`src/mbs_pkg.sv`:
```
// Shared constants and types for the barrier and line-sync block
package mbs_pkg;

    localparam int ADDR_W     = 32;
    localparam int OFF_W      = 16;
    localparam int STYPE_W    = 5;
    localparam int CCA_W      = 3;
    localparam int OUTS_W     = 4;
    localparam int LINE_OFS_W = 5;
    localparam int EXC_W      = 5;

    localparam logic [CCA_W-1:0]   CCA_UNCACHED = 3'h2;
    localparam logic [CCA_W-1:0]   CCA_COHERENT = 3'h5;
    localparam logic [STYPE_W-1:0] STYPE_FULL   = 5'h00;

    localparam logic [EXC_W-1:0] EXC_NONE     = 5'h00;
    localparam logic [EXC_W-1:0] EXC_XLAT_LD  = 5'h02;
    localparam logic [EXC_W-1:0] EXC_XLAT_ST  = 5'h03;
    localparam logic [EXC_W-1:0] EXC_ADDR_LD  = 5'h04;
    localparam logic [EXC_W-1:0] EXC_BUS_DATA = 5'h07;
    localparam logic [EXC_W-1:0] EXC_RSVD     = 5'h0A;
    localparam logic [EXC_W-1:0] EXC_CACHE    = 5'h1E;

    localparam logic WATCH_ON_LINE = 1'b0;
    localparam logic KSEG_ADDR_ERR = 1'b1;

    localparam logic [OUTS_W-1:0] OUTS_RST = 4'h0;
    localparam logic [ADDR_W-1:0] ADDR_RST = 32'h0000_0000;

    typedef enum logic [1:0] {
        MBS_OP_NONE,
        MBS_OP_BARRIER,
        MBS_OP_LINE
    } mbs_op_t;

    typedef enum logic [1:0] {
        ST_IDLE,
        ST_DRAIN,
        ST_XLAT,
        ST_LINE
    } mbs_state_t;

endpackage : mbs_pkg

```
`src/mbs_barrier_sync.sv`:
```
// Memory barrier and instruction-cache line synchronisation
// How it works
// - A load counts done only when its value is fixed for all storers.
// - A store counts done only when every loader would see it.
// - In strongly ordered systems the barrier completes at once, no error.
// - Barrier splits accesses; earlier group visible before any later.
// - Mixed memory types on one location stay unpredictable; no fix.
// - Barrier effect on write buffers, maintenance accesses undefined.
// - Prefetches are not ordered around the barrier.
// - Line sync runs in every mode, no privilege check.
// - Address is sign-extended 16-bit offset plus base.
// - Line sync acts only on the one line holding the address.
// - Only load-cause translation faults; never store cause or modified.
// - Writeback cache or bus error: cache error; bus fault: bus error.
// - Faulting kernel address may give load address error.
// - Watch match on line sync follows one fixed choice.
// - Locked lines are left untouched.
// - Only local caches are acted on, shared levels as needed.
// - First-release cores raise reserved instruction for line sync.
// - Type zero: earlier accesses globally performed before later ones.
// - Only uncached or cached coherent shared accesses synchronize.
`timescale 1ns/100ps
module mbs_barrier_sync (
    // Clock and reset
    input  wire logic                      i_core_clk,
    input  wire logic                      i_reset_n,
    // Instruction issue
    input  wire logic                      i_op_valid,
    input  wire mbs_pkg::mbs_op_t          i_op_kind,
    input  wire logic [mbs_pkg::STYPE_W-1:0] i_stype,
    input  wire logic [mbs_pkg::ADDR_W-1:0]  i_base,
    input  wire logic [mbs_pkg::OFF_W-1:0]   i_offset,
    input  wire logic                      i_arch_rel1,
    input  wire logic                      i_strong_order,
    output logic                           o_op_ready,
    output logic                           o_op_done,
    output logic                           o_exc_valid,
    output logic [mbs_pkg::EXC_W-1:0]      o_exc_code,
    output logic                           o_cache_err,
    // Memory access tracking
    input  wire logic                      i_mem_issue,
    input  wire logic [mbs_pkg::CCA_W-1:0] i_mem_cca,
    input  wire logic                      i_mem_prefetch,
    input  wire logic                      i_mem_gperf,
    output logic                           o_mem_hold,
    // Address translation
    output logic                           o_xlat_req,
    output logic [mbs_pkg::ADDR_W-1:0]     o_xlat_va,
    input  wire logic                      i_xlat_ack,
    input  wire logic                      i_xlat_refill,
    input  wire logic                      i_xlat_invalid,
    input  wire logic                      i_xlat_kfault,
    // Cache line operation
    output logic                           o_line_req,
    output logic [mbs_pkg::ADDR_W-1:0]     o_line_addr,
    output logic                           o_line_spare_locked,
    input  wire logic                      i_line_ack,
    input  wire logic                      i_line_err,
    input  wire logic                      i_line_bus_err,
    // Watch and hazard
    input  wire logic                      i_watch_match,
    output logic                           o_watch_hit,
    input  wire logic                      i_hb_jump,
    output logic                           o_fetch_hold
);
    import mbs_pkg::*;

    mbs_state_t          state_ff;
    mbs_state_t          nxt_state;
    logic [OUTS_W-1:0]   cnt_ff;
    logic [OUTS_W-1:0]   nxt_cnt;
    logic [ADDR_W-1:0]   va_ff;
    logic [ADDR_W-1:0]   nxt_va;
    logic                ready_ff;
    logic                done_ff;
    logic                nxt_done;
    logic                exc_ff;
    logic                nxt_exc;
    logic [EXC_W-1:0]    code_ff;
    logic [EXC_W-1:0]    nxt_code;
    logic                cerr_ff;
    logic                nxt_cerr;
    logic                watch_ff;
    logic                nxt_watch;
    logic                hold_ff;
    logic                fhold_ff;
    logic                nxt_fhold;
    logic                xreq_ff;
    logic                lreq_ff;
    logic                lock_ff;

    wire logic [ADDR_W-1:0] ea;
    wire logic              take;
    wire logic              take_bar;
    wire logic              take_line;
    wire logic              mem_sync;
    wire logic              inc;
    wire logic              dec;
    wire logic              drained;
    wire logic              line_busy;
    wire logic              xlat_fault;
    wire logic              kfault;
    wire logic              line_fin;

    mbs_ea_add #(
        .OFF_W  (OFF_W),
        .ADDR_W (ADDR_W)
    ) u_ea (
        .i_offset (i_offset),
        .i_base   (i_base),
        .o_ea     (ea)
    );

    // Issue decode; barrier type field is not examined
    assign take      = i_op_valid && ready_ff;
    assign take_bar  = take && (i_op_kind == MBS_OP_BARRIER);
    assign take_line = take && (i_op_kind == MBS_OP_LINE);

    // Only uncached or coherent, non-prefetch accesses are tracked
    assign mem_sync  = (i_mem_cca == CCA_UNCACHED)
                    || (i_mem_cca == CCA_COHERENT);
    assign inc       = i_mem_issue && mem_sync
                    && !i_mem_prefetch;
    // Retire only when globally performed, loads and stores alike
    assign dec       = i_mem_gperf && (cnt_ff != OUTS_RST);
    assign drained   = (cnt_ff == OUTS_RST);

    assign line_busy  = (state_ff == ST_XLAT) || (state_ff == ST_LINE);
    assign xlat_fault = i_xlat_refill || i_xlat_invalid;
    assign kfault     = i_xlat_kfault && KSEG_ADDR_ERR;
    assign line_fin   = (state_ff == ST_LINE) && i_line_ack;

    // Mixed-type hazards and writeback buffers get no special handling
    assign nxt_cnt = cnt_ff + OUTS_W'(inc) - OUTS_W'(dec);

    // Fetch held after hazard jump until line sync completes
    assign nxt_fhold = (i_hb_jump || fhold_ff) && line_busy
                    && (nxt_state != ST_IDLE);

    always_comb
    begin
        nxt_state = state_ff;
        nxt_va    = va_ff;
        nxt_done  = 1'b0;
        nxt_exc   = 1'b0;
        nxt_code  = EXC_NONE;
        nxt_cerr  = 1'b0;
        nxt_watch = 1'b0;
        unique case (state_ff)
            ST_IDLE:
            begin
                if (take_line && i_arch_rel1)
                begin
                    nxt_done = 1'b1;
                    nxt_exc  = 1'b1;
                    nxt_code = EXC_RSVD;
                end
                else if (take_line)
                begin
                    nxt_state = ST_XLAT;
                    nxt_va    = ea;
                end
                else if (take_bar && (i_strong_order || drained))
                begin
                    nxt_done = 1'b1;
                end
                else if (take_bar)
                begin
                    nxt_state = ST_DRAIN;
                end
            end
            ST_DRAIN:
            begin
                if (drained)
                begin
                    nxt_state = ST_IDLE;
                    nxt_done  = 1'b1;
                end
            end
            ST_XLAT:
            begin
                if (i_xlat_ack && xlat_fault)
                begin
                    nxt_state = ST_IDLE;
                    nxt_done  = 1'b1;
                    nxt_exc   = 1'b1;
                    nxt_code  = EXC_XLAT_LD;
                end
                else if (i_xlat_ack && kfault)
                begin
                    nxt_state = ST_IDLE;
                    nxt_done  = 1'b1;
                    nxt_exc   = 1'b1;
                    nxt_code  = EXC_ADDR_LD;
                end
                else if (i_xlat_ack)
                begin
                    nxt_state = ST_LINE;
                    nxt_watch = WATCH_ON_LINE && i_watch_match;
                end
            end
            ST_LINE:
            begin
                if (i_line_ack)
                begin
                    nxt_state = ST_IDLE;
                    nxt_done  = 1'b1;
                    if (i_line_err)
                    begin
                        nxt_exc  = 1'b1;
                        nxt_cerr = 1'b1;
                        nxt_code = EXC_CACHE;
                    end
                    else if (i_line_bus_err)
                    begin
                        nxt_exc  = 1'b1;
                        nxt_code = EXC_BUS_DATA;
                    end
                end
            end
        endcase
    end

    always_ff @(posedge i_core_clk)
    begin
        if (!i_reset_n)
        begin
            state_ff <= ST_IDLE;
            cnt_ff   <= OUTS_RST;
            va_ff    <= ADDR_RST;
        end
        else
        begin
            state_ff <= nxt_state;
            cnt_ff   <= nxt_cnt;
            va_ff    <= nxt_va;
        end
    end

    always_ff @(posedge i_core_clk)
    begin
        if (!i_reset_n)
        begin
            ready_ff <= 1'b0;
            done_ff  <= 1'b0;
            exc_ff   <= 1'b0;
            code_ff  <= EXC_NONE;
            cerr_ff  <= 1'b0;
            watch_ff <= 1'b0;
            hold_ff  <= 1'b0;
            fhold_ff <= 1'b0;
            xreq_ff  <= 1'b0;
            lreq_ff  <= 1'b0;
            lock_ff  <= 1'b0;
        end
        else
        begin
            ready_ff <= (nxt_state == ST_IDLE);
            done_ff  <= nxt_done;
            exc_ff   <= nxt_exc;
            code_ff  <= nxt_code;
            cerr_ff  <= nxt_cerr;
            watch_ff <= nxt_watch;
            hold_ff  <= (nxt_state == ST_DRAIN);
            fhold_ff <= nxt_fhold;
            xreq_ff  <= (nxt_state == ST_XLAT);
            lreq_ff  <= (nxt_state == ST_LINE);
            lock_ff  <= (nxt_state == ST_XLAT) || (nxt_state == ST_LINE);
        end
    end

    assign o_op_ready          = ready_ff;
    assign o_op_done           = done_ff;
    assign o_exc_valid         = exc_ff;
    assign o_exc_code          = code_ff;
    assign o_cache_err         = cerr_ff;
    assign o_mem_hold          = hold_ff;
    assign o_watch_hit         = watch_ff;
    assign o_fetch_hold        = fhold_ff;
    assign o_xlat_va           = va_ff;
    // Request levels registered alongside state
    assign o_xlat_req          = xreq_ff;
    assign o_line_req          = lreq_ff;
    // Line address rounds down to the one containing line
    assign o_line_addr         = {va_ff[ADDR_W-1:LINE_OFS_W],
                                  {LINE_OFS_W{1'b0}}};
    assign o_line_spare_locked = lock_ff;

    logic past_valid_ff;

    always_ff @(posedge i_core_clk)
    begin
        if (!i_reset_n)
            past_valid_ff <= 1'b0;
        else
            past_valid_ff <= 1'b1;
    end

    property p_drain_done;
        @(posedge i_core_clk) disable iff (!i_reset_n)
        (state_ff == ST_DRAIN && drained) |=> (o_op_done && !o_mem_hold);
    endproperty
    a_drain_done: assert property (p_drain_done)
        else $error("barrier did not finish after drain");

    property p_hold_drain;
        @(posedge i_core_clk) disable iff (!i_reset_n)
        (take_bar && !i_strong_order && !drained)
            |=> (o_mem_hold throughout (state_ff == ST_DRAIN));
    endproperty
    a_hold_drain: assert property (p_hold_drain)
        else $error("later accesses not held during drain");

    property p_strong_nop;
        @(posedge i_core_clk) disable iff (!i_reset_n)
        (take_bar && i_strong_order) |=> (o_op_done && !o_exc_valid);
    endproperty
    a_strong_nop: assert property (p_strong_nop)
        else $error("strongly ordered barrier not immediate");

    property p_rel1_rsvd;
        @(posedge i_core_clk) disable iff (!i_reset_n)
        (take_line && i_arch_rel1)
            |=> (o_exc_valid && o_exc_code == EXC_RSVD && o_op_ready);
    endproperty
    a_rel1_rsvd: assert property (p_rel1_rsvd)
        else $error("release 1 line sync not reserved");

    property p_no_store_cause;
        @(posedge i_core_clk) disable iff (!i_reset_n)
        o_exc_valid |-> (o_exc_code != EXC_XLAT_ST);
    endproperty
    a_no_store_cause: assert property (p_no_store_cause)
        else $error("store-cause exception from line sync");

    property p_ea_latch;
        @(posedge i_core_clk) disable iff (!i_reset_n)
        (take_line && !i_arch_rel1)
            |=> (o_xlat_req && o_xlat_va == $past(i_base)
                 + {{(ADDR_W-OFF_W){$past(i_offset[OFF_W-1])}},
                    $past(i_offset)});
    endproperty
    a_ea_latch: assert property (p_ea_latch)
        else $error("effective address wrong");

    property p_line_one;
        @(posedge i_core_clk) disable iff (!i_reset_n)
        o_line_req |-> (o_line_addr[ADDR_W-1:LINE_OFS_W]
                        == o_xlat_va[ADDR_W-1:LINE_OFS_W]
                        && o_line_addr[LINE_OFS_W-1:0] == '0);
    endproperty
    a_line_one: assert property (p_line_one)
        else $error("line address not the containing line");

    property p_cache_err;
        @(posedge i_core_clk) disable iff (!i_reset_n)
        (state_ff == ST_LINE && i_line_ack && i_line_err)
            |=> (o_cache_err && o_exc_code == EXC_CACHE)
            ##1 (!o_cache_err && o_op_ready);
    endproperty
    a_cache_err: assert property (p_cache_err)
        else $error("writeback error not reported");

    property p_fetch_hold;
        @(posedge i_core_clk) disable iff (!i_reset_n)
        (i_hb_jump && line_busy && !line_fin)
            |=> (o_fetch_hold until o_op_done);
    endproperty
    a_fetch_hold: assert property (p_fetch_hold)
        else $error("fetch resumed before line sync done");

    property p_nonsync_ignored;
        @(posedge i_core_clk) disable iff (!i_reset_n)
        (past_valid_ff && i_mem_issue && !mem_sync && !i_mem_gperf)
            |=> (cnt_ff == $past(cnt_ff));
    endproperty
    a_nonsync_ignored: assert property (p_nonsync_ignored)
        else $error("non-synchronizable access counted");

    property p_locked_spared;
        @(posedge i_core_clk) disable iff (!i_reset_n)
        o_line_req |-> o_line_spare_locked;
    endproperty
    a_locked_spared: assert property (p_locked_spared)
        else $error("line op may disturb locked lines");

    c_drain: cover property (@(posedge i_core_clk) disable iff (!i_reset_n)
        (state_ff == ST_DRAIN) ##[1:20] o_op_done);
    c_line_ok: cover property (@(posedge i_core_clk) disable iff (!i_reset_n)
        line_fin && !i_line_err && !i_line_bus_err);
    c_xlat_fault: cover property (@(posedge i_core_clk)
        disable iff (!i_reset_n)
        o_exc_valid && o_exc_code == EXC_XLAT_LD);
    c_hb_hold: cover property (@(posedge i_core_clk) disable iff (!i_reset_n)
        o_fetch_hold ##[1:20] !o_fetch_hold);

endmodule : mbs_barrier_sync

```
`src/mbs_ea_add.sv`:
```
// Effective address: sign-extended offset plus base
`timescale 1ns/100ps
module mbs_ea_add #(
    parameter int OFF_W  = 16,
    parameter int ADDR_W = 32
) (
    // Operands
    input  wire logic [OFF_W-1:0]  i_offset,
    input  wire logic [ADDR_W-1:0] i_base,
    // Result
    output wire logic [ADDR_W-1:0] o_ea
);
    wire logic [ADDR_W-1:0] offset_sx;

    assign offset_sx = {{(ADDR_W-OFF_W){i_offset[OFF_W-1]}}, i_offset};
    assign o_ea      = i_base + offset_sx;
endmodule : mbs_ea_add

```
`config.mk`:
```
export PLATFORM = sky130hd
export DESIGN_NAME = mbs_barrier_sync
export DESIGN_NICKNAME = d
export VERILOG_FILES = /design/src/mbs_pkg.sv /design/src/mbs_barrier_sync.sv /design/src/mbs_ea_add.sv
export SDC_FILE = /design/constraint.sdc
export NUM_CORES = 1
export LEC_CHECK = 0
export BUFFER_PORTS_ARGS = -buffer_cell sky130_fd_sc_hd__buf_4
export CORE_ASPECT_RATIO = 2
export CORE_MARGIN = 1
export CORE_UTILIZATION = 45
export DETAILED_ROUTE_END_ITERATION = 8
export PLACE_DENSITY = 0.74
export SLEW_MARGIN = 25
export SYNTH_ARGS = -nofsm -noshare
export SYNTH_HDL_FRONTEND = slang
export SYNTH_HIERARCHICAL = 1
export SYNTH_SLANG_ARGS = --single-unit
```
`constraint.sdc`:
```
create_clock -name i_core_clk -period 7.4 [get_ports i_core_clk]
set_input_delay 0.37 -clock i_core_clk [delete_from_list [all_inputs] [get_ports i_core_clk]]
set_output_delay 0.37 -clock i_core_clk [all_outputs]
set_load 0.01 [all_outputs]
```
==> run metrics, run 1 <==
Logic pwr share=0.337; DRT Pass-1 Iters=4; GRT Residual Overflow=0; CTS Sinks=51; HP Class=input pin to register; Max rail drop VDD=0.000152 V; Final Util=0.582; Routed WL=10100 um; NetSw=~0.26 mW; synth warn=6; layout cells sized above 1=0.289; internal power=0.628 mW; clock transition at the registers of the reported paths=roughly 60 ps; top cell type's share of synthesized area=0.257; CP Data Arrival Time=3210 ps; slowest cell delay on critical path=420 ps; worst skew pair latency=290 ps; CP Launch Type=input pin; Die W=between 60 and 70 um; P per Cell Area=177 nW/um^2; sequential power share=0.337; # rows=48; final worst-path cycle share=0.404; Sw Ratio=0.292; worst r2r src=cnt_ff[2]$_SDFF_PN0_; number of global-route vias before repair=3694; R2R Setup Slk=5270 ps; first-pass GRT wire length=between 15000 and 20000 um; final worst path period need=2990 ps; I/O pin count=154; number of synthesized flops with an enable pin=0; post-route clock skew=between 2 and 2.5 ps; vias per cell=5.40; # H-tree levels=2; Post-Syn Area=3980 um^2; #FFs+latches synth=51; post-route cell area=5000 um^2; Fillers=between 700 and 800; Worst setup EP type=register; post-route worst setup slack=4410 ps; 1st-iter DRT viols=157; n_diodes=0; status=complete, no violations; post-synth cell types=63; routed vias=roughly 3700; sequential cell area=1020 um^2; sequential area share after synthesis=0.257; total core area=~8600 um^2; Final nets=701; Placement Setup Slack=a little over 4000 ps; CP max FO=4; end of the worst register-to-register path=cnt_ff[2]$_SDFF_PN0_; die height=135 um; worst reg-to-reg path cell count=10; list of most frequent post-synthesis cells=nand2_1 (82), dfxtp_1 (51), ha_1 (36), a21oi_1 (35), buf_4 (33); average size of a mapped cell=a little over 8 um^2; footprint of the multi-input gates=2540 um^2; Wirelength per Cell=14.7 um; critical path's most frequent cell=a21bo_2; Leak=2.30 nW; Critical Path Sink=o_xlat_va[26]$_SDFFE_PN0P_; area grow syn2layout=25.7%; required time worst endpoint=between 7000 and 8000 ps; CP startpoint=i_base[0]; DRC violations left=0; largest cells by area after synthesis=dfxtp_1 (26%), ha_1 (11%), nand2_1 (7.7%), buf_4 (6.2%), a21boi_1 (5.7%); TritonCTS buffer count=5; Yosys top cell by area=dfxtp_1; post-CTS sizing=0; setup tns final=0 ps; IO Port Bufs=141; Initial Utilization=0.463; Max-cap violations=0; CTS tree=done; Fin. Hold Viols=0; cell chain of the critical path=buf_4 > ha_1 > fa_1 > a21oi_1 > o22ai_1 > a21bo_2 > a21bo_2 > o2bb2ai_1 > o211ai_1 > a31oi_1 > xnor2_1 > nand2_1 > a21boi_1; Post-CTS Setup Bufs=0; GPL Wtd Cong=0.908; Clock Path Buffers=2; maximum number of pins on one net before global-route repair=50; Slew Viols, Final=0; ys async rst share=0; most common cell in the netlist=nand2_1; Crit-path slowest cell=fa_1; clock share of power=0.327; Syn Inst Count=485; placed instance area=4810 um^2; Slew Limit Headroom=0.565; kind of critical path=input pin to register; RSZ-0062 raised after global routing=no; setup violators final=0; Final ANT Viol Nets=0; ys flop type=dfxtp_1; total global-route track usage=0.230; Post-DP HPWL=8230 um; Root Buffer=clkbuf_16; highest clock rate=334 MHz; Slew @ Worst Pin=651 ps; initial antenna violation count=0; Post-CTS Hold Buffers=0; die footprint=9240 um^2; worst hold start=i_line_err
## routing by layer
layer  GRT usage  share of wire  vias up
li1            -              -     1861
met1       0.224           0.34     1709
met2       0.446           0.57      130
met3      0.0439          0.052       22
met4      0.0833          0.031        0
met5           0              0        -
## placed cells by master (no fill, tap or decap), types with 6 or more instances in the layout
cell type / synthesis / final
dfxtp_1: 51 / 51
nand3_1: 6 / 6
xor2_1: 15 / 15
nand2_1: 82 / 82
and2_1: 6 / 6
a21boi_1: 30 / 30
nor2_1: 12 / 12
ha_1: 36 / 36
conb_1: 1 / 6
inv_1: 15 / 15
o21bai_1: 6 / 6
nor2b_1: 10 / 10
buf_4: 33 / 141
a21o_1: 8 / 8
xnor2_1: 17 / 17
and3_1: 6 / 6
a31oi_1: 8 / 8
a21oi_1: 35 / 35
o21ai_0: 16 / 16
nand4_1: 8 / 8
## kinds of logic after synthesis
logic type      count (synthesis)  synth area share
fa+ha+maj                      38             0.123
other cells                     1          0.000942
xor+xnor                       32            0.0704
compound gates                135             0.228
buf+inv                        66             0.113
simple gates                  162             0.208
flops                          51             0.257
## power by group through the flow
stage	Clock, mW	Combinational (mW)	Sequential, mW
after floorplan	0	0.219	0.304
after global placement	0	0.293	0.304
after detailed placement	0	0.298	0.305
after CTS	0.295	0.300	0.299
after global routing	0.307	0.340	0.300
final	0.290	0.299	0.299
## metrics by stage
step / instances / total power [mW] / hold slack, ps
floorplan: 490 / 0.523 / 479
global placement: 680 / 0.598 / 448
detailed placement: 681 / 0.603 / 450
CTS: 689 / 0.894 / 331
global route: 689 / 0.948 / 347
finish: 689 / 0.887 / 335
## final cells by class
class                           count  area share
Multi-Input combinational cell    373       0.507
Clock inverter                      2      0.0120
Sequential cell                    51       0.204
Clock buffer                        6      0.0258
Timing Repair Buffer              142       0.215
Inverter                           15      0.0113
Tap cell                          100      0.0250
## flip-flops by register name, indices dropped and copies added, names as in the netlist
signal        cells
o_mem_hold        1
o_op_done         1
state_ff          2
o_fetch_hold      1
cnt_ff            4
o_op_ready        1
o_xlat_va        32
o_exc_valid       1
o_exc_code        5
o_cache_err       1
o_line_req        1
o_xlat_req        1
## worst min path at each step
stage | endpoint | slack [ps] | cells after the start
after floorplan | o_xlat_va[0]$_SDFFE_PN0P_ | 480 | 2
after global placement | o_xlat_va[0]$_SDFFE_PN0P_ | 450 | 2
after detailed placement | o_xlat_va[3]$_SDFFE_PN0P_ | 450 | 2
after CTS | o_exc_code[4]$_SDFF_PN0_ | 330 | 2
after global routing | o_exc_code[4]$_SDFF_PN0_ | 350 | 2
final | o_exc_code[4]$_SDFF_PN0_ | 330 | 2
## critical path: cells and delay by family
family          cells  cell delay (ps)
compound gates      8             1830
fa+ha+maj           2              650
xor+xnor            1              180
buf+inv             1              110
simple gates        1               70
Note: power is estimated with default switching activity, not from simulation.
==> run 2, diff against run 1 <==
clock period = 2.8 ns   (was 7.4 ns; I/O delays follow)
==> run 2 against run 1 <==
  * Design area barely moved
  * Combinational power rose to 2.7 times the previous value
  * Largest cell class unchanged
  * Sequential share of layout area hardly changed
  * Critical endpoint is now o_xlat_va[16]$_SDFFE_PN0P_
  * Critical path type unchanged
  * Clock-buffer cell count did not move
  * Largest power group is now combinational cells
==> run metrics, run 2 (synthesis results as in run 1) <==
# rows=48 (unchanged); HP Class=input pin to register; Root Buffer=clkbuf_16; highest clock rate=397 MHz; max reg flops=32 (unchanged); commonest non-fill, non-tap cell in the layout=buf_4; Placed Instances=690 (+1.3%); Final nets=710 (+1.3%); Worst setup EP type=register; # H-tree levels=2 (unchanged); CP startpoint=i_base[0]; GPL Wtd Cong=0.943 (+3.9%); sequential power share=0.366 (+0.029); NetSw=0.673 mW (+160%); post-route clock skew=2.91 ps (+0.614 ps); GRT Residual Overflow=0 (unchanged); total core area=8590 um^2 (unchanged); final worst path period need=2520 ps; Fin. Hold Viols=0 (unchanged); first-pass GRT wire length=16100 um (-1.0%); final worst-path cycle share=0.900; I/O pin count=154 (unchanged); setup tns final=0 ps (unchanged); Logic pwr share=0.378 (+0.041); Wirelength per Cell=14.5 um (-0.97%); CP Launch Type=input pin; DRC violations left=0 (unchanged); worst skew pair latency=280 ps (about the same); IO Port Bufs=141 (unchanged); routed vias=3791 (+1.9%); M1 GR Usage=0.216 (-0.00863); DRT Pass-1 Iters=4 (unchanged); P per Cell Area=431 nW/um^2 (+140%); die height=135 um (unchanged); status=complete, no violations; TritonCTS buffer count=5 (unchanged); total global-route track usage=0.227 (-0.00379); Leak=2.31 nW (+0.56%); highest-count cells in the layout ignoring fill and taps=buf_4 (151), nand2_1 (82), dfxtp_1 (51), ha_1 (36), a21oi_1 (34); number of global-route vias before repair=3727 (+0.89%); kind of critical path=input pin to register; worst hold start=i_line_err; Non-Filler Instances=696 (+1.0%); setup violators final=0 (unchanged); clock transition at the registers of the reported paths=60 ps (about the same); Initial Utilization=0.463 (unchanged); CTS Sinks=51 (unchanged); 1st-iter DRT viols=117 (-25%); Max rail drop VDD=0.000377 V (+150%); Die W=68.5 um (unchanged); die footprint=9240 um^2 (unchanged); met2 usage=0.433 (-0.0131); clock share of power=0.256 (-0.071); Clock Path Buffers=2 (unchanged); Max-cap violations=0 (unchanged); CTS tree=done; area grow syn2layout=25.8% (about the same); maximum number of pins on one net before global-route repair=50 (unchanged); required time worst endpoint=3010 ps (-4610 ps); CP Data Arrival Time=2730 ps (-480 ps); met3 Track Usage GR=0.0346 (-0.00929); Slew Limit Headroom=0.525 (-0.0397); vias per cell=5.45 (+0.83%); Final ANT Viol Nets=0 (unchanged); n_diodes=0 (unchanged); Sw Ratio=0.312 (+0.0198); RSZ-0062 raised after global routing=no; worst r2r src=cnt_ff[2]$_SDFF_PN0_; Routed WL=10100 um (about the same); initial antenna violation count=0 (unchanged); CP max FO=3 (-1); Slew @ Worst Pin=712 ps (+61.7 ps); Post-DP HPWL=8250 um (+0.31%); Slew Viols, Final=0 (unchanged); internal power=1.48 mW (+140%); layout cells sized above 1=0.297 (+0.00836); grt peak-use layer=met2
run 2: repair_timing:
item                                    in CTS  in global routing
resized for setup                            0                  1
hold buffers                                 0                  0
buffers inserted                             0                  0
endpoints found under the setup margin       0                  1
run 2: per-stage QoR:
| stage | setup slack [ps] | cell area [um^2] | hold slack [ps] | power [mW] | utilization |
|---|---|---|---|---|---|
| global route | 67.5 | 5000 | 133 | 2.31 | 0.583 |
| global placement | 18.9 | 4870 | 400 | 1.60 | 0.567 |
| CTS | 241 | 5000 | 118 | 2.18 | 0.582 |
| detailed placement | -28.3 | 4870 | 405 | 1.62 | 0.567 |
| finish | 280 | 5000 | 119 | 2.16 | 0.583 |
| floorplan | 300 | 4000 | 270 | 1.38 | - |
run 2: final cells by class:
cell class              instances  area [um^2]
multi-input cells             373         2540
fillers                       829         3580
repair buffers                151         1130
flip-flops and latches         51         1020
clock buffers                   6          129
well taps                     100          125
inverters                      15         56.3
run 2: critical path: stages:
cell and delay (ps):
buf_4 110, ha_1 210, fa_1 410, a21oi_1 220, o22ai_1 140, a21bo_2 250
a21bo_2 230, o2bb2ai_1 270, o21ai_0 210, buf_4 180, xor2_1 160, nand2_1 70
a21boi_1 130
run 2: worst paths after layout:
kind,end,slack (ps),cells past startpoint
worst max-delay path,o_xlat_va[16]$_SDFFE_PN0P_,280,13
worst min-delay path,o_cache_err$_SDFF_PN0_,120,2
worst max register to register,cnt_ff[2]$_SDFF_PN0_,630,10
worst min register to register,o_xlat_va[3]$_SDFFE_PN0P_,460,2
run 2: power groups by stage:
stage	logic, mW	clock network [mW]	registers, mW
CTS	0.821	0.565	0.789
global route	0.924	0.598	0.793
finish	0.815	0.552	0.788
detailed placement	0.816	0	0.805
global placement	0.796	0	0.804
floorplan	0.578	0	0.805
run 2: routing by layer:
| layer | wire, um | vias to the layer above | part of all wire |
|---|---|---|---|
| met5 | 0 | - | 0 |
| met4 | 455 | 0 | 0.045 |
| met3 | 468 | 28 | 0.046 |
| met2 | 5690 | 124 | 0.56 |
| met1 | 3500 | 1761 | 0.35 |
| li1 | - | 1878 | - |
